## src/rtl/adcts_defines.vh

```
// Constants for the converter trigger and channel select block
`ifndef ADCTS_DEFINES_VH
`define ADCTS_DEFINES_VH
`define ADCTS_ADDR_W           32
`define ADCTS_OFS_CHSEL        32'hfffff202
`define ADCTS_OFS_MODE         32'hfffff203
`define ADCTS_CHSEL_RESET      8'h00
`define ADCTS_MODE_RESET       8'h00
`define ADCTS_CHSEL_MASK       8'h1f
`define ADCTS_MODE_MASK        8'h33
`define ADCTS_MODE_DIAG_BIT    5
`define ADCTS_MODE_DISC_BIT    4
`define ADCTS_MODE_TSRC_HI     1
`define ADCTS_MODE_TSRC_LO     0
`define ADCTS_TSRC_EXT         2'h0
`define ADCTS_TSRC_TMR0        2'h1
`define ADCTS_TSRC_TMR1        2'h2
`define ADCTS_EDGE_NONE        2'h0
`define ADCTS_EDGE_FALL        2'h1
`define ADCTS_EDGE_RISE        2'h2
`define ADCTS_EDGE_BOTH        2'h3
`define ADCTS_LAST_INPUT       5'h17
`define ADCTS_CLK_PERIOD_NS    100
`define ADCTS_CONV_TIME_NS     3200
`define ADCTS_CONV_CYCLES      ((`ADCTS_CONV_TIME_NS+`ADCTS_CLK_PERIOD_NS-1)/`ADCTS_CLK_PERIOD_NS)
`define ADCTS_DISC_CYCLES      4
`define ADCTS_DISC_EXTRA       2
`define ADCTS_KIND_INPUT       2'h0
`define ADCTS_KIND_REF_HI      2'h1
`define ADCTS_KIND_REF_LO      2'h2
`endif

```

## src/rtl/adcts_top.v

```verilog
// Converter trigger, diagnostic, discharge and channel sequencing control
//
// Chosen here: strobed register access.
`include "adcts_defines.vh"
module adcts_top (
    input  wire                     ref_clk_i,
    input  wire                     reset_i,
    input  wire [`ADCTS_ADDR_W-1:0] addr_i,
    input  wire [7:0]               wdata_i,
    input  wire [7:0]               wmask_i,
    input  wire                     wr_i,
    input  wire                     rd_i,
    output reg  [7:0]               rdata_o,
    input  wire                     conv_enable_i,
    input  wire                     hw_trig_mode_i,
    input  wire                     sw_start_i,
    input  wire                     scan_mode_i,
    input  wire                     continuous_i,
    input  wire [1:0]               edge_sel_i,
    input  wire                     external_trigger_pin_i,
    input  wire                     timer_compare_event0_i,
    input  wire                     timer_compare_event1_i,
    output reg                      busy_o,
    output reg                      sample_o,
    output reg                      discharge_o,
    output reg                      conv_done_o,
    output reg  [4:0]               analog_input_o,
    output reg                      high_ref_sel_o,
    output reg                      low_ref_sel_o,
    output reg                      result_undef_o,
    output reg                      seq_end_o
);
    localparam [2:0] ST_IDLE = 3'b001;
    localparam [2:0] ST_CONV = 3'b010;
    localparam [2:0] ST_DISC = 3'b100;
    localparam integer CONV_N  = `ADCTS_CONV_CYCLES - 1;
    localparam integer DISC_N  = `ADCTS_DISC_CYCLES - 1;
    localparam integer DONE_N  = `ADCTS_DISC_EXTRA - 1;
    localparam [7:0] CONV_LAST = CONV_N[7:0];
    localparam [7:0] DISC_LAST = DISC_N[7:0];
    localparam [7:0] DONE_AT   = DONE_N[7:0];

    reg  [7:0] chsel_reg;
    reg  [7:0] mode_reg;
    reg  [2:0] state_reg;
    reg  [2:0] state_next;
    reg  [7:0] cnt_reg;
    reg  [7:0] cnt_next;
    reg  [4:0] idx_reg;
    reg  [4:0] idx_next;
    reg  [1:0] kind_reg;
    reg  [1:0] kind_next;
    reg        pend_reg;
    reg        pend_next;
    reg        seq_reg;
    reg        seq_next;
    reg        done_next;
    reg        end_next;
    reg        last_elem;
    reg        undef_next;
    reg        sel_chsel;
    reg        sel_mode;
    wire       hw_trig;
    wire       diag_en;
    wire       disc_en;
    wire [4:0] chan_field;
    wire       start_req;

    assign diag_en    = mode_reg[`ADCTS_MODE_DIAG_BIT];
    assign disc_en    = mode_reg[`ADCTS_MODE_DISC_BIT];
    assign chan_field = chsel_reg[4:0];
    assign start_req  = conv_enable_i &
                        (hw_trig_mode_i ? hw_trig : sw_start_i);

    adcts_trig_sel u_trig (
        .ref_clk_i              (ref_clk_i),
        .reset_i                (reset_i),
        .trig_source_i          ({mode_reg[`ADCTS_MODE_TSRC_HI],
                                  mode_reg[`ADCTS_MODE_TSRC_LO]}),
        .edge_sel_i             (edge_sel_i),
        .external_trigger_pin_i (external_trigger_pin_i),
        .timer_compare_event0_i (timer_compare_event0_i),
        .timer_compare_event1_i (timer_compare_event1_i),
        .trig_o                 (hw_trig)
    );

    // Address decode
    always @* begin
        sel_chsel = 1'b0;
        sel_mode  = 1'b0;
        if (addr_i == `ADCTS_OFS_CHSEL) begin
            sel_chsel = 1'b1;
        end else if (addr_i == `ADCTS_OFS_MODE) begin
            sel_mode = 1'b1;
        end
    end

    // Register writes, masked per bit so single bit writes work
    always @(posedge ref_clk_i) begin
        if (reset_i) begin
            chsel_reg <= `ADCTS_CHSEL_RESET;
            mode_reg  <= `ADCTS_MODE_RESET;
        end else if (wr_i) begin
            if (sel_chsel) begin
                chsel_reg <= ((chsel_reg & ~wmask_i) |
                              (wdata_i & wmask_i)) &
                             `ADCTS_CHSEL_MASK;
            end else if (sel_mode) begin
                mode_reg <= ((mode_reg & ~wmask_i) |
                             (wdata_i & wmask_i)) &
                            `ADCTS_MODE_MASK;
            end
        end
    end

    // Read data in the cycle after the strobe
    always @(posedge ref_clk_i) begin
        if (reset_i) begin
            rdata_o <= 8'h00;
        end else if (rd_i && sel_chsel) begin
            rdata_o <= chsel_reg;
        end else if (rd_i && sel_mode) begin
            rdata_o <= mode_reg;
        end else begin
            rdata_o <= 8'h00;
        end
    end

    // Last element of the current sequence
    always @* begin
        last_elem = 1'b0;
        if (!scan_mode_i) begin
            last_elem = 1'b1;
        end else if (diag_en) begin
            last_elem = (kind_reg == `ADCTS_KIND_REF_LO);
        end else begin
            last_elem = (idx_reg == chan_field);
        end
    end

    // Sequencer
    always @* begin
        state_next = state_reg;
        cnt_next   = cnt_reg;
        idx_next   = idx_reg;
        kind_next  = kind_reg;
        pend_next  = pend_reg | start_req;
        done_next  = 1'b0;
        end_next   = 1'b0;
        seq_next   = seq_reg;
        case (state_reg)
            ST_IDLE: begin
                cnt_next = 8'h00;
                if (pend_reg && conv_enable_i) begin
                    pend_next  = start_req;
                    state_next = ST_CONV;
                    if (seq_reg) begin
                        // Later scan elements keep the advanced index
                        idx_next  = idx_reg;
                    end else if (scan_mode_i || !diag_en) begin
                        idx_next  = scan_mode_i ? 5'h00 : chan_field;
                        kind_next = `ADCTS_KIND_INPUT;
                    end else begin
                        idx_next  = chan_field;
                        kind_next = (chan_field == 5'h00) ?
                                    `ADCTS_KIND_REF_HI :
                                    `ADCTS_KIND_REF_LO;
                    end
                end
            end
            ST_CONV: begin
                cnt_next = cnt_reg + 8'h01;
                if (cnt_reg == CONV_LAST) begin
                    cnt_next = 8'h00;
                    if (disc_en) begin
                        state_next = ST_DISC;
                    end else begin
                        done_next  = 1'b1;
                        state_next = ST_IDLE;
                    end
                end
            end
            ST_DISC: begin
                cnt_next = cnt_reg + 8'h01;
                if (cnt_reg == DONE_AT) begin
                    done_next = 1'b1;
                end
                if (cnt_reg == DISC_LAST) begin
                    cnt_next   = 8'h00;
                    state_next = ST_IDLE;
                end
            end
            default: begin
                state_next = ST_IDLE;
            end
        endcase
        if (!conv_enable_i) begin
            state_next = ST_IDLE;
            pend_next  = 1'b0;
            cnt_next   = 8'h00;
            seq_next   = 1'b0;
        end else if (done_next) begin
            if (last_elem) begin
                end_next = 1'b1;
                seq_next = 1'b0;
                if (continuous_i) begin
                    pend_next = 1'b1;
                end
            end else begin
                pend_next = 1'b1;
                seq_next  = 1'b1;
            end
        end
    end

    // Next element is chosen once the element's result is complete
    always @(posedge ref_clk_i) begin
        if (reset_i) begin
            state_reg <= ST_IDLE;
            cnt_reg   <= 8'h00;
            pend_reg  <= 1'b0;
            seq_reg   <= 1'b0;
        end else begin
            state_reg <= state_next;
            cnt_reg   <= cnt_next;
            pend_reg  <= pend_next;
            seq_reg   <= seq_next;
        end
    end

    always @(posedge ref_clk_i) begin
        if (reset_i) begin
            idx_reg  <= 5'h00;
            kind_reg <= `ADCTS_KIND_INPUT;
        end else if (state_reg == ST_IDLE) begin
            idx_reg  <= idx_next;
            kind_reg <= kind_next;
        end else if (done_next && !last_elem) begin
            if (kind_reg == `ADCTS_KIND_REF_HI) begin
                kind_reg <= `ADCTS_KIND_REF_LO;
            end else if (idx_reg == chan_field) begin
                kind_reg <= `ADCTS_KIND_REF_HI;
            end else begin
                idx_reg <= idx_reg + 5'h01;
            end
        end
    end

    // Undefined result for codes with no input or prohibited codes
    always @* begin
        undef_next = 1'b0;
        if (kind_next == `ADCTS_KIND_INPUT) begin
            undef_next = (idx_next > `ADCTS_LAST_INPUT);
        end else if (!scan_mode_i && diag_en) begin
            undef_next = (chan_field > 5'h01);
        end
    end

    // Registered outputs
    always @(posedge ref_clk_i) begin
        if (reset_i) begin
            busy_o         <= 1'b0;
            sample_o       <= 1'b0;
            discharge_o    <= 1'b0;
            conv_done_o    <= 1'b0;
            analog_input_o <= 5'h00;
            high_ref_sel_o <= 1'b0;
            low_ref_sel_o  <= 1'b0;
            result_undef_o <= 1'b0;
            seq_end_o      <= 1'b0;
        end else begin
            busy_o      <= (state_next != ST_IDLE);
            sample_o    <= (state_next == ST_CONV);
            discharge_o <= (state_next == ST_DISC);
            conv_done_o <= done_next;
            seq_end_o   <= end_next;
            if (state_next == ST_DISC) begin
                high_ref_sel_o <= 1'b0;
                low_ref_sel_o  <= 1'b1;
            end else if (state_reg == ST_IDLE &&
                         state_next == ST_CONV) begin
                analog_input_o <= idx_next;
                high_ref_sel_o <= (kind_next == `ADCTS_KIND_REF_HI);
                low_ref_sel_o  <= (kind_next == `ADCTS_KIND_REF_LO);
                result_undef_o <= undef_next;
            end else if (state_next == ST_IDLE) begin
                high_ref_sel_o <= 1'b0;
                low_ref_sel_o  <= 1'b0;
            end
        end
    end
endmodule // adcts_top

```

## src/rtl/adcts_trig_sel.v

```verilog
// Hardware trigger source selection and external pin edge detection
`include "adcts_defines.vh"
module adcts_trig_sel (
    input  wire       ref_clk_i,
    input  wire       reset_i,
    input  wire [1:0] trig_source_i,
    input  wire [1:0] edge_sel_i,
    input  wire       external_trigger_pin_i,
    input  wire       timer_compare_event0_i,
    input  wire       timer_compare_event1_i,
    output reg        trig_o
);
    reg  pin_reg;
    reg  rise;
    reg  fall;
    reg  edge_hit;
    reg  trig_next;

    always @* begin
        rise = external_trigger_pin_i & ~pin_reg;
        fall = ~external_trigger_pin_i & pin_reg;
        edge_hit = 1'b0;
        if (edge_sel_i == `ADCTS_EDGE_FALL) begin
            edge_hit = fall;
        end else if (edge_sel_i == `ADCTS_EDGE_RISE) begin
            edge_hit = rise;
        end else if (edge_sel_i == `ADCTS_EDGE_BOTH) begin
            edge_hit = rise | fall;
        end
        trig_next = 1'b0;
        case (trig_source_i)
            `ADCTS_TSRC_EXT:  trig_next = edge_hit;
            `ADCTS_TSRC_TMR0: trig_next = timer_compare_event0_i;
            `ADCTS_TSRC_TMR1: trig_next = timer_compare_event1_i;
            default:          trig_next = 1'b0;
        endcase
    end

    always @(posedge ref_clk_i) begin
        if (reset_i) begin
            pin_reg <= 1'b0;
            trig_o  <= 1'b0;
        end else begin
            pin_reg <= external_trigger_pin_i;
            trig_o  <= trig_next;
        end
    end
endmodule // adcts_trig_sel

```

## config.mk

```make
export PLATFORM = sky130hd
export DESIGN_NAME = adcts_top
export DESIGN_NICKNAME = d
export VERILOG_FILES = /design/src/rtl/adcts_top.v /design/src/rtl/adcts_trig_sel.v
export VERILOG_INCLUDE_DIRS = /design/src /design/src/rtl
export SDC_FILE = /design/constraint.sdc
export NUM_CORES = 1
export LEC_CHECK = 0
export BUFFER_PORTS_ARGS = -buffer_cell sky130_fd_sc_hd__buf_2
export CORE_AREA = 5 5 83 85
export DETAILED_ROUTE_END_ITERATION = 16
export DIE_AREA = 0 0 88 90
export GPL_ROUTABILITY_DRIVEN = 0
export HOLD_SLACK_MARGIN = 0.15
export PLACE_DENSITY_LB_ADDON = 0.2
export SLEW_MARGIN = 5
export SYNTH_ARGS = -nofsm -noshare
export SYNTH_HDL_FRONTEND = slang
export SYNTH_SLANG_ARGS = --single-unit
```

## constraint.sdc

```tcl
create_clock -name ref_clk_i -period 1.9 [get_ports ref_clk_i]
set_input_delay 0.095 -clock ref_clk_i [delete_from_list [all_inputs] [get_ports ref_clk_i]]
set_output_delay 0.095 -clock ref_clk_i [all_outputs]
set_load 0.03 [all_outputs]
```

==> flow_summary.ini <==
[detailed_routing]
wl_met3_microns = 505
drc = 0
drt_iter0_drc = 75
dr.pass1.iters = 4
routed_wl_mm = 7.798
wl_per_cell_microns = 14.83
via_per_inst = 5.540
wl_met2_mm = 3.932
ant_nets = 0
vias = 2914
met1_length_mm = 3.194
top_layer_used = met4

[timing]
rsz0062_at_grt = true
worst_pin_slew_ps = 508.1
hold_viol_final = 0
fin_crit_sh = 0.9758
fmax_mhz = 539.4
max_slew_margin = 0.6577
finalSetupViolCount = 0
clock-skew-final_ps = 7.664
fin_crit_ps = 1854
slew_viol_final = 0

[grt]
grt_max_degree = 18
grtUsageTotal = 0.1958
grt_overflow = 0
grt_pass1_vias = 2865
grt_first_pass_wirelength_mm = 12.74
antenna_found_initial = 0

[synthesis]
synth_top_cell_by_area = dfxtp_1
synth-edff-count = 0
postSynth.asyncResetShare = 0
synth.avg_cell_area_sq_um = 8.545
synth_ff_type = dfxtp_1
yosys.cell_types.count = 59
synthesis.area_sq_um = 2751
synth_top_cell_area_share = 0.3638
ys_ff_latch = 50
synth_area_leaders = dfxtp_1, a21oi_1, nor2_1
seq_area_frac_synth = 0.3638
synth-warning-count = 0
syn_inst = 322

[floorplan]
die_area_sq_um = 7920
ioPinCount = 83
core_area_sq_um = 6132
fp-row-count = 29
fp.dieW_microns = 88
start_util = 0.4487
die_y_microns = 90

[setup_path]
slowest_delay_ps = 460
cp_num_buf_inv = 1
crit_slowest_cell = or4b_1
path_delay_family = compound AO/OA/AOI/OAI gates
start_kind = flip-flop
worstPathCellList = ha_4, or4b_1, o211ai_1, o21ai_1, buf_4, a41oi_1, a311oi_1
path_class = flip-flop to flip-flop
crit_path_max_fanout = 6
arrival_ps = 2040
crit_path_end_kind = flip-flop
crit_required_ps = 2090

[placement]
hpwlAfterDp_mm = 5.574
numPortBuffers = 76
place_area_sq_um = 3379

[cts]
tritoncts = built
cts.clk_slew.worst_paths_ps = 100
clk_path_buf_depth = 2
clk_latency_ps = 310
cts-root-buf = clkbuf_8
post_cts_buffers = 0
numCtsBuffers = 5
cts_sinks = 50
cts_max_level = 2

[power_and_ir_drop]
switching_share = 0.2580
power.density_nw_per_um2 = 507.1
peakVddDrop_uv = 379.3
p_leak_nw = 1.566
power.internal_mw = 1.427
switchingPower_mw = 0.4963
seq_power_share = 0.553
combPwrFrac = 0.110
pwr-share-clk = 0.337

[hold_path]
hp-class = input pin to flip-flop

[final_layout]
drive_gt1_frac = 0.3229
syn_to_final_growth_pct = 37.88
finish.utilization = 0.6186
finalNetCount = 515
diodes = 0
fin_area_sq_um = 3794

[run]
drv_cap = 0

[outcome]
outcome = finished, final reports clean
[layer usage]
layer / vias to the layer above / GRT usage
met5: - / 0
met2: 96 / 0.3430
met3: 16 / 0.04388
li1: 1446 / -
met1: 1356 / 0.2272
met4: 0 / 0.07289
[area by class of cell]
| cell class | count | area, sq um |
|---|---|---|
| well taps | 77 | 96.34 |
| clock buffers | 5 | 68.82 |
| inverters | 15 | 56.30 |
| clock inverters | 3 | 23.77 |
| multi-input cells | 238 | 1630 |
| fillers | 535 | 2338 |
| repair buffers | 138 | 914.6 |
| flip-flops and latches | 50 | 1003 |
[cells in the mapped netlist, drive strengths merged (3+ instances only)]
cell type / number
nor4: 7
nand4: 12
a211oi: 12
a21o: 4
ha: 5
nand3b: 5
a31oi: 4
nand2: 16
nor2: 25
and3: 8
nand2b: 7
a21oi: 26
o21a: 3
nor2b: 5
dfxtp: 50
o21ai: 7
mux2i: 6
xor2: 7
and2: 4
nor3: 8
a31o: 6
clkbuf: 10
nand3: 12
buf: 10
a311oi: 7
a21bo: 4
inv: 15
nor3b: 9
[worst min-delay path, cell delays in order]
cell,delay (ps)
buf_2,220
nand2_1,110
nor2_1,30
[power groups by stage]
stage	combinational, mW	clock (mW)	sequential [mW]
final	0.211	0.649	1.06
after global routing	0.231	0.699	1.07
after CTS	0.205	0.662	1.06
after detailed placement	0.176	0	1.09
after global placement	0.173	0	1.09
after floorplan	0.0813	0	1.09
[cell usage in the layout, fill, tap and decap left out, drive strengths merged, types with 5 or more instances in the layout]
| master | netlist | layout |
|---|---|---|
| nor4 | 7 | 7 |
| ha | 5 | 5 |
| nand4 | 12 | 12 |
| nand2 | 16 | 16 |
| a31o | 6 | 6 |
| a211oi | 12 | 12 |
| dlygate4sd3 | 0 | 27 |
| nor2b | 5 | 5 |
| nor3b | 9 | 9 |
| nand3b | 5 | 5 |
| nand2b | 7 | 7 |
| clkbuf | 10 | 5 |
| nor3 | 8 | 8 |
| nor2 | 25 | 25 |
| a311oi | 7 | 7 |
| inv | 15 | 16 |
| mux2i | 6 | 6 |
| buf | 10 | 111 |
| o21ai | 7 | 7 |
| dfxtp | 50 | 50 |
| and3 | 8 | 8 |
| nand3 | 12 | 12 |
| xor2 | 7 | 7 |
| a21oi | 26 | 26 |
[final timing paths]
check / endpoint / slack (ps) / depth (start not counted) / from
worst max-delay path: cnt_reg[7]$_SDFFE_PP0P_ / 50 / 7 / cnt_reg[0]$_SDFFE_PP0P_
worst min-delay path: rdata_o[5]$_SDFF_PP0_ / 190 / 3 / addr_i[0]
worst max register to register: cnt_reg[7]$_SDFFE_PP0P_ / 50 / 7 / cnt_reg[0]$_SDFFE_PP0P_
worst min register to register: rdata_o[5]$_SDFF_PP0_ / 480 / 2 / flip-flop
[cell families (layout without fill, tap and decap cells)]
logic type      count (synthesis)  count (layout)  share of synthesized area
simple gates                  128             128                     0.2697
compound gates                 88              88                     0.2315
flops                          50              50                     0.3638
buf+inv                        35             161                    0.05957
xor+xnor                        8               8                    0.02547
mux                             7               7                    0.02592
fa+ha+maj                       5               5                    0.02274
other cells                     1               2                   0.001363
[repair_timing]
item | CTS | global route
hold buffers | 27 | 0
gates cloned | 0 | 1
pin swaps | 1 | 4
resized for setup | 3 | 9
setup endpoints to repair | 4 | 18
hold endpoints to repair | 13 | 0
[stage by stage]
step	total power, mW	hold WS [ps]	setup TNS, ps	std cells	worst slack (ps)
2_1_floorplan	1.173	235.4	0	323	7.165
3_3_place_gp	1.262	352.8	0	490	6.466
3_5_place_dp	1.265	360.4	-84.17	490	-43.16
4_1_cts	1.931	175.5	0	525	6.414
5_1_grt	1.995	212.7	-353.2	526	-93.44
6_report	1.924	191.2	0	526	45.94
(Power assumes the default switching activity.)
